### src/common/mfs_cfg.svh
// Functional notes
// RULE1 - Four non-overlapping phases form one instruction cycle.
// RULE2 - Fetch and count up in first phase.
// RULE3 - Next fetch overlaps current instruction execution.
// RULE4 - Standard one cycle, extended two, branches more.
// RULE5 - Jump or call flushes the prefetched instruction.
// RULE6 - Taken skip discards prefetch, runs dummy cycle.
// RULE7 - Program counter advances by one otherwise.
// RULE8 - Jumps, calls, interrupts, reset load target directly.
// RULE9 - Twelve-bit counter; only low byte software visible.
// RULE10 - Low byte write jumps in page, dummy.
// RULE11 - Eight-level stack, hidden from software entirely.
// RULE12 - Call or acknowledge pushes; returns pop.
// RULE13 - Reset points stack pointer at stack top.
// RULE14 - Full stack latches request, withholds acknowledge.
// RULE15 - Call on full stack loses oldest entry.
// RULE16 - Eight-bit ALU serves arithmetic, logic, rotate, tests.
// RULE17 - Data moves through accumulator; result to destination.
// RULE18 - ALU outcomes update the status register.
// RULE19 - Special registers sit in data space, indirectly reachable.
// RULE20 - Phase source selectable: fast or slow oscillator.
// RULE21 - Reset loads address zero and starts there.
// RULE22 - Status bit positions chosen for this block.
`ifndef MFS_CFG_SVH
`define MFS_CFG_SVH

// Special registers in data bank 0.
`define MFS_SFR_IND_DATA 8'h00
`define MFS_SFR_IND_PTR  8'h01
`define MFS_SFR_PC_LOW   8'h02
`define MFS_SFR_ACC      8'h03
`define MFS_SFR_STATUS   8'h04
`define MFS_SFR_LAST     8'h07

// Status flag positions.
`define MFS_ST_C  0
`define MFS_ST_AC 1
`define MFS_ST_Z  2
`define MFS_ST_OV 3

// Instruction word fields.
`define MFS_IR_OP_HI 15
`define MFS_IR_OP_LO 12
`define MFS_IR_EXT   9
`define MFS_IR_DEST  8

// Reset values, interrupt vector and sizes.
`define MFS_PC_RESET     12'h000
`define MFS_IRQ_VECTOR   12'h004
`define MFS_ACC_RESET    8'h00
`define MFS_STATUS_RESET 8'h00
`define MFS_STACK_DEPTH  4'h8
`define MFS_PHASE_COUNT  4

`endif

### src/common/mfs_pkg.sv
`default_nettype none
package mfs_pkg;

  // Instruction phases, Gray coded along the cycle.
  typedef enum logic [1:0] {
    mfs_t1 = 2'h0,
    mfs_t2 = 2'h1,
    mfs_t3 = 2'h3,
    mfs_t4 = 2'h2
  } mfs_phase_e;

  // Operation classes held in the top nibble of an instruction word.
  typedef enum logic [3:0] {
    op_nop, op_load, op_store, op_add, op_sub, op_and, op_or, op_xor,
    op_rotate, op_inc, op_dec, op_skip_zero, op_jump, op_call, op_ret, op_ret_int
  } mfs_op_e;

  typedef logic [11:0] mfs_pc_t;     // Program address.
  typedef logic [15:0] mfs_word_t;   // Program word.
  typedef logic [7:0]  mfs_byte_t;   // Data byte.
  typedef logic [8:0]  mfs_daddr_t;  // Data address, bank bit on top.

  // ALU outcome.
  typedef struct packed {
    mfs_byte_t res;
    logic      c;
    logic      ac;
    logic      ov;
  } mfs_alu_s;

endpackage : mfs_pkg
`default_nettype wire

### src/logic/mfs_core.sv
`timescale 1ns/100ps
`default_nettype none
`include "mfs_cfg.svh"

module mfs_core (
  input  wire logic                          ref_clk_i,           // System clock.
  input  wire logic                          srst_i,              // Synchronous reset.
  input  wire logic                          ce_i,                // Freezes all state when low.
  input  wire logic                          osc_sel_slow_i,      // Selects the slow oscillator tick.
  input  wire logic                          fast_internal_osc_i, // Fast oscillator tick.
  input  wire logic                          slow_internal_osc_i, // Slow oscillator tick.
  input  wire mfs_pkg::mfs_word_t            pmem_data_i,         // Word at pmem_addr_o.
  output mfs_pkg::mfs_pc_t                   pmem_addr_o,         // Program counter.
  input  wire mfs_pkg::mfs_byte_t            dmem_rdata_i,        // Byte at dmem_addr_o.
  output mfs_pkg::mfs_daddr_t                dmem_addr_o,         // Effective data address.
  output mfs_pkg::mfs_byte_t                 dmem_wdata_o,        // Write data.
  output logic                               dmem_we_o,           // Write strobe.
  input  wire logic                          irq_req_i,           // Enabled interrupt request.
  output logic                               irq_ack_o,           // Acknowledge pulse.
  output logic [`MFS_PHASE_COUNT-1:0]        instruction_phase_clocks_o,
  output mfs_pkg::mfs_byte_t                 acc_o,               // Accumulator.
  output mfs_pkg::mfs_byte_t                 status_o             // Status flags.
);
  import mfs_pkg::*;

  mfs_phase_e phase;                       // Current phase.
  mfs_pc_t    pc;                          // Program counter.
  mfs_word_t  fetch_ir;                    // Prefetched word.
  mfs_word_t  exec_ir;                     // Word in execution.
  logic       flush;                       // Next execute slot is a dummy.
  logic       ext_hold;                    // First half of an extended instruction.
  logic       skip_q;                      // Skip decided in phase three.
  logic       pg_jmp_q;                    // Low byte written in phase three.
  mfs_byte_t  pg_addr;                     // Value written to the low byte.
  mfs_byte_t  acc;                         // Accumulator.
  mfs_byte_t  status;                      // Flags.
  mfs_byte_t  ind_ptr;                     // Indirect pointer.
  mfs_pc_t    stack_mem [0:7];             // Return stack storage.
  logic [2:0] sp;                          // Next free slot.
  logic [3:0] stack_cnt;                   // Levels in use.
  logic       irq_pend;                    // Latched request.
  logic       irq_en;                      // Cleared while servicing.
  logic       step;                        // Phase advance.
  logic       end_t1;
  logic       end_t2;
  logic       end_t3;
  logic       end_t4;
  mfs_op_e    op;                          // Executing operation.
  mfs_byte_t  sfr_rd;                      // Internal register read value.
  mfs_byte_t  operand;                     // Phase three operand.
  mfs_alu_s   alu;                         // ALU outcome.
  logic       writes_acc;
  logic       writes_mem;
  logic       flags_upd;
  logic       status_wr;                   // Destination is the status register.
  logic       is_branch;
  logic       do_call;
  logic       do_ret;
  logic       do_ack;
  mfs_pc_t    stack_top;
  mfs_pc_t    ret_addr;

  // True for operations that touch data memory.
  function automatic logic is_data(input mfs_op_e o);
    return (o != op_nop) && (o < op_jump);
  endfunction : is_data

  // True for register-to-register ALU work with a selectable destination.
  function automatic logic is_alu(input mfs_op_e o);
    return (o >= op_add) && (o <= op_dec);
  endfunction : is_alu

  // Addresses up to and including the last special register in bank 0 stay inside the core.
  function automatic logic is_sfr(input mfs_daddr_t a);
    return !a[8] && (a[7:0] <= `MFS_SFR_LAST);
  endfunction : is_sfr

  // The indirect data slot is replaced by the pointer, so special registers are
  // reachable both ways. [RULE19]
  function automatic mfs_daddr_t eff_addr(input mfs_word_t ir, input mfs_byte_t ptr);
    mfs_daddr_t a;
    a = {ir[`MFS_IR_EXT], ir[7:0]};
    if (a == {1'b0, `MFS_SFR_IND_DATA}) begin
      a = {1'b0, ptr};
    end
    return a;
  endfunction : eff_addr

  // Eight-bit ALU; carry means no borrow on subtract. [RULE16]
  function automatic mfs_alu_s alu_f(input mfs_op_e o, input mfs_byte_t a, input mfs_byte_t m,
                                     input logic cin);
    mfs_alu_s   r;
    logic [8:0] w;
    logic [4:0] n;
    r = '{res: m, c: cin, ac: 1'b0, ov: 1'b0};
    w = '0;
    n = '0;
    case (o)
      op_add: begin
        w = {1'b0, a} + {1'b0, m};
        n = {1'b0, a[3:0]} + {1'b0, m[3:0]};
        r.res = w[7:0];
        r.c = w[8];
        r.ac = n[4];
        r.ov = (a[7] == m[7]) && (w[7] != a[7]);
      end
      op_sub: begin
        w = {1'b0, a} - {1'b0, m};
        n = {1'b0, a[3:0]} - {1'b0, m[3:0]};
        r.res = w[7:0];
        r.c = !w[8];
        r.ac = !n[4];
        r.ov = (a[7] != m[7]) && (w[7] != a[7]);
      end
      op_and:    r.res = a & m;
      op_or:     r.res = a | m;
      op_xor:    r.res = a ^ m;
      op_rotate: r.res = {m[0], m[7:1]};
      op_inc:    r.res = m + 8'h01;
      op_dec:    r.res = m - 8'h01;
      op_store:  r.res = a;
      default:   r.res = m;
    endcase
    return r;
  endfunction : alu_f

  // The selected oscillator tick drives the phase generator. [RULE20]
  assign step   = ce_i && (osc_sel_slow_i ? slow_internal_osc_i : fast_internal_osc_i);
  assign end_t1 = step && (phase == mfs_t1);
  assign end_t2 = step && (phase == mfs_t2);
  assign end_t3 = step && (phase == mfs_t3) && !ext_hold;
  assign end_t4 = step && (phase == mfs_t4) && !ext_hold;
  assign op     = mfs_op_e'(exec_ir[`MFS_IR_OP_HI:`MFS_IR_OP_LO]);

  // Only the low byte of the counter is visible as a register. [RULE9]
  always_comb begin
    case (dmem_addr_o[7:0])
      `MFS_SFR_PC_LOW:  sfr_rd = pc[7:0];
      `MFS_SFR_ACC:     sfr_rd = acc;
      `MFS_SFR_STATUS:  sfr_rd = status;
      `MFS_SFR_IND_PTR: sfr_rd = ind_ptr;
      default:          sfr_rd = 8'h00;
    endcase
  end

  // Operand, result and destination decode for phase three. [RULE17]
  assign operand    = is_sfr(dmem_addr_o) ? sfr_rd : dmem_rdata_i;
  assign alu        = alu_f(op, acc, operand, status[`MFS_ST_C]);
  assign writes_acc = (op == op_load) || (is_alu(op) && !exec_ir[`MFS_IR_DEST]);
  assign writes_mem = (op == op_store) || (is_alu(op) && exec_ir[`MFS_IR_DEST]);
  assign flags_upd  = is_alu(op);
  assign status_wr  = writes_mem && is_sfr(dmem_addr_o) && (dmem_addr_o[7:0] == `MFS_SFR_STATUS);

  // Control decisions taken at the end of phase four.
  assign is_branch = (op == op_jump) || (op == op_call);
  assign do_call   = end_t4 && (op == op_call);
  assign do_ret    = end_t4 && ((op == op_ret) || (op == op_ret_int));
  // A full stack holds the request pending instead of acknowledging. [RULE14]
  assign do_ack    = end_t4 && irq_pend && irq_en && (stack_cnt != `MFS_STACK_DEPTH) && !is_branch
                     && !do_ret && !skip_q && !pg_jmp_q;
  assign stack_top = stack_mem[sp - 3'h1];
  // The prefetched word is where execution resumes.
  assign ret_addr  = pc - 12'h001;

  // Phase generator: a one-hot ring of four phases per instruction cycle. [RULE1]
  always_ff @(posedge ref_clk_i) begin
    if (srst_i) begin
      phase <= mfs_t1;
      instruction_phase_clocks_o <= 4'h1;
    end else if (step) begin
      unique case (phase)
        mfs_t1: phase <= mfs_t2;
        mfs_t2: phase <= mfs_t3;
        mfs_t3: phase <= mfs_t4;
        mfs_t4: phase <= mfs_t1;
      endcase
      instruction_phase_clocks_o <= {instruction_phase_clocks_o[2:0], instruction_phase_clocks_o[3]};
    end
  end

  // Fetch pipeline and program counter.
  always_ff @(posedge ref_clk_i) begin
    if (srst_i) begin
      pc <= `MFS_PC_RESET;                                // [RULE21] [RULE8]
      fetch_ir <= '0;
      exec_ir <= '0;
      flush <= 1'b1;
      ext_hold <= 1'b0;
      skip_q <= 1'b0;
      pg_jmp_q <= 1'b0;
      pg_addr <= 8'h00;
    end else if (end_t1) begin
      if (ext_hold) begin
        // Second cycle of an extended instruction; nothing new is fetched. [RULE4]
        ext_hold <= 1'b0;
      end else begin
        // The prefetched word moves to execute while the next is fetched. [RULE3]
        exec_ir <= flush ? '0 : fetch_ir;
        ext_hold <= !flush && fetch_ir[`MFS_IR_EXT]
                    && is_data(mfs_op_e'(fetch_ir[`MFS_IR_OP_HI:`MFS_IR_OP_LO])); // [RULE4]
        fetch_ir <= pmem_data_i;                         // [RULE2]
        pc <= pc + 12'h001;                              // [RULE2] [RULE7]
        flush <= 1'b0;
      end
    end else if (end_t3) begin
      // Zero test rides on the ALU pass-through result.
      skip_q <= (op == op_skip_zero) && (alu.res == 8'h00);
      pg_jmp_q <= writes_mem && is_sfr(dmem_addr_o) && (dmem_addr_o[7:0] == `MFS_SFR_PC_LOW);
      pg_addr <= alu.res;
    end else if (end_t4) begin
      skip_q <= 1'b0;
      pg_jmp_q <= 1'b0;
      if (is_branch) begin
        // Target loaded; the prefetched word is thrown away. [RULE5] [RULE8]
        pc <= exec_ir[11:0];
        flush <= 1'b1;
      end else if (do_ret) begin
        pc <= stack_top;                                 // [RULE12]
        flush <= 1'b1;
      end else if (pg_jmp_q) begin
        // Jump stays in the current page and costs a refetch. [RULE10]
        pc <= {pc[11:8], pg_addr};
        flush <= 1'b1;
      end else if (skip_q) begin
        flush <= 1'b1;                                   // [RULE6]
      end else if (do_ack) begin
        pc <= `MFS_IRQ_VECTOR;                           // [RULE8]
        flush <= 1'b1;
      end
    end
  end

  // Return stack, outside data and program space. A push on a full stack wraps
  // over the oldest entry, which is lost. [RULE11] [RULE15]
  always_ff @(posedge ref_clk_i) begin
    if (srst_i) begin
      sp <= 3'h0;                                        // [RULE13]
      stack_cnt <= 4'h0;
    end else if (do_call || do_ack) begin
      stack_mem[sp] <= ret_addr;                         // [RULE12]
      sp <= sp + 3'h1;
      if (stack_cnt != `MFS_STACK_DEPTH) begin
        stack_cnt <= stack_cnt + 4'h1;
      end
    end else if (do_ret && (stack_cnt != 4'h0)) begin
      // Popping an empty stack leaves the pointer alone.
      sp <= sp - 3'h1;
      stack_cnt <= stack_cnt - 4'h1;
    end
  end

  // Data path: address in phase two, operate and write back in phase three.
  always_ff @(posedge ref_clk_i) begin
    if (srst_i) begin
      acc <= `MFS_ACC_RESET;
      status <= `MFS_STATUS_RESET;
      ind_ptr <= 8'h00;
      dmem_addr_o <= '0;
      dmem_wdata_o <= 8'h00;
      dmem_we_o <= 1'b0;
    end else if (ce_i) begin
      dmem_we_o <= 1'b0;
      if (end_t2) begin
        dmem_addr_o <= eff_addr(exec_ir, ind_ptr);       // [RULE19]
      end
      if (end_t3 && is_data(op)) begin
        if (writes_acc) begin
          acc <= alu.res;                                // [RULE17]
        end
        if (writes_mem && is_sfr(dmem_addr_o)) begin
          // Internal registers take the result without a bus write.
          case (dmem_addr_o[7:0])
            `MFS_SFR_ACC:     acc <= alu.res;
            `MFS_SFR_STATUS:  status <= alu.res;
            `MFS_SFR_IND_PTR: ind_ptr <= alu.res;
            default:          ;
          endcase
        end else if (writes_mem) begin
          dmem_we_o <= 1'b1;                             // [RULE17]
          dmem_wdata_o <= alu.res;
        end
        // A direct write to the status register beats the flag update.
        if (flags_upd && !status_wr) begin
          status[`MFS_ST_Z] <= (alu.res == 8'h00);       // [RULE18] [RULE22]
          status[`MFS_ST_C] <= alu.c;
          status[`MFS_ST_AC] <= alu.ac;
          status[`MFS_ST_OV] <= alu.ov;
        end
      end
    end
  end

  // Interrupt latch; a new request in the acknowledge cycle is kept.
  always_ff @(posedge ref_clk_i) begin
    if (srst_i) begin
      irq_pend <= 1'b0;
      irq_en <= 1'b1;
      irq_ack_o <= 1'b0;
    end else if (ce_i) begin
      irq_pend <= (irq_pend && !do_ack) || irq_req_i;   // [RULE14]
      irq_ack_o <= do_ack;
      if (do_ack) begin
        irq_en <= 1'b0;
      end else if (end_t4 && (op == op_ret_int)) begin
        irq_en <= 1'b1;
      end
    end
  end

  assign pmem_addr_o = pc;
  assign acc_o = acc;
  assign status_o = status;
endmodule : mfs_core
`default_nettype wire

### config.mk
export PLATFORM = sky130hd
export DESIGN_NAME = mfs_core
export DESIGN_NICKNAME = d
export VERILOG_FILES = /design/src/common/mfs_pkg.sv /design/src/logic/mfs_core.sv
export VERILOG_INCLUDE_DIRS = /design/src /design/src/common
export SDC_FILE = /design/constraint.sdc
export NUM_CORES = 1
export LEC_CHECK = 0
export BUFFER_PORTS_ARGS = -buffer_cell sky130_fd_sc_hd__clkbuf_2
export CAP_MARGIN = 20
export CORE_AREA = 2 2 204 106
export CTS_CLUSTER_SIZE = 25
export DETAILED_ROUTE_END_ITERATION = 8
export DIE_AREA = 0 0 206 108
export PLACE_DENSITY = 0.85
export SLEW_MARGIN = 20
export SYNTH_ARGS = -nofsm -noshare
export SYNTH_HDL_FRONTEND = slang
export SYNTH_SLANG_ARGS = --single-unit
### constraint.sdc
create_clock -name ref_clk_i -period 4.6 [get_ports ref_clk_i]
set_input_delay 0.46 -clock ref_clk_i [delete_from_list [all_inputs] [get_ports ref_clk_i]]
set_output_delay 0.46 -clock ref_clk_i [all_outputs]
set_load 0.005 [all_outputs]
==> summary by stage <==
Status
The flow ran to the end, and the final reports show no timing, DRC or antenna violations.

Setup path
The startpoint identified for the worst register-to-register timing path is dmem_addr_o[5]. STA classifies the critical path startpoint as a register. Data arrives at the worst endpoint at approximately 5 ns. The data required time of the critical path is 5.01 ns.

The worst setup path is captured at a register. For flop-to-flop paths, the worst setup slack is 0.14 ns. The worst setup path startpoint is dmem_addr_o[5]. The worst reg-to-reg path cell count is 15. Of all nets on the critical path, the largest fanout is 7. Following the worst setup path forward leads to its endpoint at status_o[2].

The path type of the worst setup path is reg2reg. The end of the worst register-to-register path is status_o[2].

Cells and area
From synthesis to final layout, the design area changed by 16.6%. After filler insertion, the fill cell instance count of the layout stands at 1536. The fraction of final layout cells sized beyond drive strength 1 is 21.7%. The count of nets after finishing is 1279. The repair_antennas step left the layout with diodes totalling 0.

At the end of the flow the core is filled with cells to 63.7%.

Floorplan
The core area is 20300 sq um. The floorplan die width is 206 um. The number of top-level pins is 82. The floorplan step defined a die boundary enclosing about 22000 sq um. The initial utilization of the core area, before any placement, comes to 54.7%. The floorplan step set the die height to 108 um. The number of core rows is 37.

Power
The power per unit of standard cell area is 311 nW/um^2. Summed over all cells, the static leakage comes to around 4.6 nW. The clock share of power is 39.8%.

Of the total power, combinational logic draws a little over a tenth. In this run the power spent charging and discharging nets is 0.000946 W. The fraction of power spent switching nets is 23.6%.

The part of the total power dissipated in sequential elements is 49.7%. The peak supply drop is 0.185 mV. The internal cell power is 0.00307 W.

Detailed routing
The violation count after the first detailed-routing iteration is 1165. The via count normalized by instance count is 6.30. The number of nets still failing antenna checks after routing is 0. The average wire per standard cell is approximately 22 um. The pre-antenna-repair detailed-routing pass consisted of 6 iterations. The final route contains 9404 vias. After detailed routing, the number of remaining DRC violations is 0. The routed wire length is about 32 mm.

Place
The total of buffers placed on input and output ports is 81. Prior to clock tree synthesis, the placed netlist has a worst setup slack of -0.000276 ns. The placed wire-length estimate after detailed placement is 22.4 mm.

The routability congestion estimate is 1.01.

STA
The share of the clock period used by the worst path is 97.0%. The highest achievable clock rate is roughly 220 MHz. The number of failing hold endpoints at the final stage is 0. Setup violations remaining at the end of the flow were counted as 0. The clock arrives with 0.0178 ns of skew. Setup slack on the critical path of the routed design comes to approximately 0.14 ns. The worst pin sits at a relative slew slack of 43.9%. The shortest period the worst path allows is roughly 4.5 ns. Setup repair after global routing could not meet its margin everywhere. The count of pins over their slew limit is 0. The measured slew at the worst slew-check pin is 0.834 ns.

Clock tree
The clock tree from TritonCTS is built. Clock-pin slew was measured on the worst setup and hold paths at 0.06 ns. Clock tree synthesis found a total of 210 sinks. The TritonCTS buffer count is 20. The hold-fix buffer count after cts is 0. The number of buffers on the longest clock path is 3. The root buffer cell is sky130_fd_sc_hd__clkbuf_16. The level count of the clock H-tree is 1.

Clock latency on the worst-skew pair, taken at its later pin, is 0.50 ns.

Global route
The total congestion overflow is 0. The via count of the first global-routing pass is around 8900. The global-route wire length before repair is 49.4 mm. The number of antenna violations at the first check in global routing is 0. The overall global routing resource usage is about 29%.

Entering global routing, the biggest net connects 76 pins.

Logic synthesis
The total nets after synthesis is 1174. After Yosys synthesis, full adders, half adders and majority gates account for 5.01% of the synthesized area. Of all cell types, the one taking the most synthesized area is sky130_fd_sc_hd__edfxtp_1.

After synthesis, the netlist uses 73 different library cells. By area, the combinational part of the netlist is dominated by compound AO/OA/AOI/OAI gates. The fraction of post-synthesis cell area in the top cell type by area is a little over a quarter. The synthesized netlist devotes 2.21% of its cell area to XOR and XNOR gates.

Counting flops with an async set or reset pin after synthesis yields a share of 0%. The count of flip-flops with a built-in enable after synthesis is 96. The portion of netlist area occupied by mux cells is around a tenth. For this run, the leading register cell type out of synthesis is sky130_fd_sc_hd__dfxtp_1. Yosys attributes the largest share of cell area to sky130_fd_sc_hd__edfxtp_1, sky130_fd_sc_hd__dfxtp_1, sky130_fd_sc_hd__mux4_2. After synthesis the netlist holds a flip-flop and latch count of 210. The average instance area after synthesis is 10.1 sq um. Summing the areas of all compound-gate instances in the mapped netlist gives between 15 and 20% of the synthesized area. The synthesized netlist devotes 15.9% of its cell area to simple gates.

After synthesis, flip-flops and latches occupy 46.6% of the total area. Synthesis handed over a netlist of 1101 instances. The synthesized netlist occupies a cell area of approximately 11000 sq um. The Yosys step of the flow raised 0 warnings.

Hold path
The tightest min-delay check is of the in2reg type.

Job
The number of maximum-capacitance constraint violations is 0.
==> cell usage in the layout, fill, tap and decap left out, types with 9 or more instances in the layout <==
cell type                   instances
sky130_fd_sc_hd__and3_1            12
sky130_fd_sc_hd__ha_1              35
sky130_fd_sc_hd__edfxtp_1          96
sky130_fd_sc_hd__nor4_1            10
sky130_fd_sc_hd__a211oi_1          33
sky130_fd_sc_hd__mux2_2            15
sky130_fd_sc_hd__o21ai_0           31
sky130_fd_sc_hd__dfxtp_1          113
sky130_fd_sc_hd__xnor2_1           14
sky130_fd_sc_hd__mux4_2            25
sky130_fd_sc_hd__nand4_1           10
sky130_fd_sc_hd__buf_4             67
sky130_fd_sc_hd__clkbuf_1           9
sky130_fd_sc_hd__mux2i_1           30
sky130_fd_sc_hd__nand3b_1          26
sky130_fd_sc_hd__clkbuf_16         21
sky130_fd_sc_hd__inv_1             41
sky130_fd_sc_hd__nand2_1          105
sky130_fd_sc_hd__xor2_1            14
sky130_fd_sc_hd__nor2_1           103
sky130_fd_sc_hd__a21oi_1          100
sky130_fd_sc_hd__nand2b_1          14
sky130_fd_sc_hd__clkbuf_2          80
sky130_fd_sc_hd__nor3_1            21
sky130_fd_sc_hd__nand3_1           15
sky130_fd_sc_hd__a22oi_1           13
==> synthesized netlist by cell type, drive strengths merged, types with 6 or more instances <==
cell	count
and3	12
a221o	6
mux2i	30
nand2b	15
a211oi	35
a31oi	7
a21oi	101
nor2	105
a21o	7
a22oi	13
o21bai	6
inv	44
xnor2	14
xor2	14
o21ai	40
edfxtp	96
nand2	105
dfxtp	114
a211o	7
nor4	12
mux4	25
nand3b	26
a221oi	8
nand3	15
ha	38
nor3	24
clkbuf	65
mux2	17
o22ai	7
a32oi	6
nor2b	7
nand4	10
==> power groups by stage <==
stage                     combinational, W  sequential [W]  clock, W
after floorplan                   0.000246         0.00203         0
after global placement            0.000372         0.00204         0
after detailed placement          0.000382         0.00204         0
after CTS                         0.000386         0.00200   0.00161
after global routing              0.000454         0.00200   0.00168
final                             0.000422         0.00200   0.00160
==> how the worst min path moves through the flow <==
stage,cells after the start,slack [ns],end,from
floorplan,2,0.43,exec_ir[10],exec_ir[10]
global placement,2,0.44,fetch_ir[1],fetch_ir[1]
detailed placement,2,0.45,fetch_ir[8],fetch_ir[8]
CTS,3,0.18,fetch_ir[0],pmem_data_i[0]
global route,3,0.19,fetch_ir[10],pmem_data_i[10]
finish,3,0.18,fetch_ir[5],pmem_data_i[5]
==> through the flow <==
step,hold WS (ns),area (sq um),TNS [ns],instances,total power [W]
floorplan,0.432,11100,0,1101,0.00228
global placement,0.444,12100,0,1450,0.00241
detailed placement,0.450,12100,-0.000276,1450,0.00242
CTS,0.182,12700,0,1485,0.00399
global route,0.194,12900,-0.0625,1492,0.00413
finish,0.181,12900,0,1492,0.00402
==> area by class of cell <==
| type | count | area [sq um] | share of cell area, % |
|---|---|---|---|
| Multi-Input combinational cell | 779 | 5670 | 43.9 |
| Sequential cell | 210 | 5170 | 40.0 |
| Timing Repair Buffer | 150 | 946 | 7.32 |
| Clock buffer | 32 | 587 | 4.54 |
| Tap cell | 273 | 342 | 2.64 |
| Inverter | 45 | 169 | 1.31 |
| Clock inverter | 3 | 38.8 | 0.300 |
==> worst max-delay path, stage by stage (launching register included) <==
cell,delay (ns)
sky130_fd_sc_hd__dfxtp_1,0.31
sky130_fd_sc_hd__or4_4,0.58
sky130_fd_sc_hd__or3_4,0.48
sky130_fd_sc_hd__a21o_4,0.24
sky130_fd_sc_hd__o21ai_4,0.16
sky130_fd_sc_hd__inv_2,0.08
sky130_fd_sc_hd__ha_4,0.25
sky130_fd_sc_hd__nor2b_1,0.21
sky130_fd_sc_hd__o21ai_0,0.20
sky130_fd_sc_hd__a31oi_1,0.30
sky130_fd_sc_hd__xor2_1,0.22
sky130_fd_sc_hd__o221a_2,0.24
sky130_fd_sc_hd__nand2_1,0.05
sky130_fd_sc_hd__o221a_2,0.27
sky130_fd_sc_hd__or4_1,0.51
sky130_fd_sc_hd__a311oi_1,0.26
==> routing by layer <==
metal,wire [um],track usage (%)
met1,13400,39.4
met2,15200,47.3
met3,2740,3.77
met4,1050,10.9
met5,0,0
==> cell families after synthesis <==
kind of cell | after synthesis
compound gates | 278
fa+ha+maj | 42
xor+xnor | 28
buf+inv | 112
mux | 72
flops | 210
simple gates | 359
==> sequential cells by signal, indices dropped and copies added (netlist names), 9 cells and up <==
name	flops
stack_mem	96
exec_ir	16
fetch_ir	16
pmem_addr_o	12
dmem_addr_o	9
==> repair_timing <==
item	4_1_cts	5_1_grt
cloned	0	0
setup endpoints to repair	1	2
gates resized for setup	1	32
pin swaps	0	18
setup buffers	0	6
Note: power is estimated with default switching activity, not from simulation.
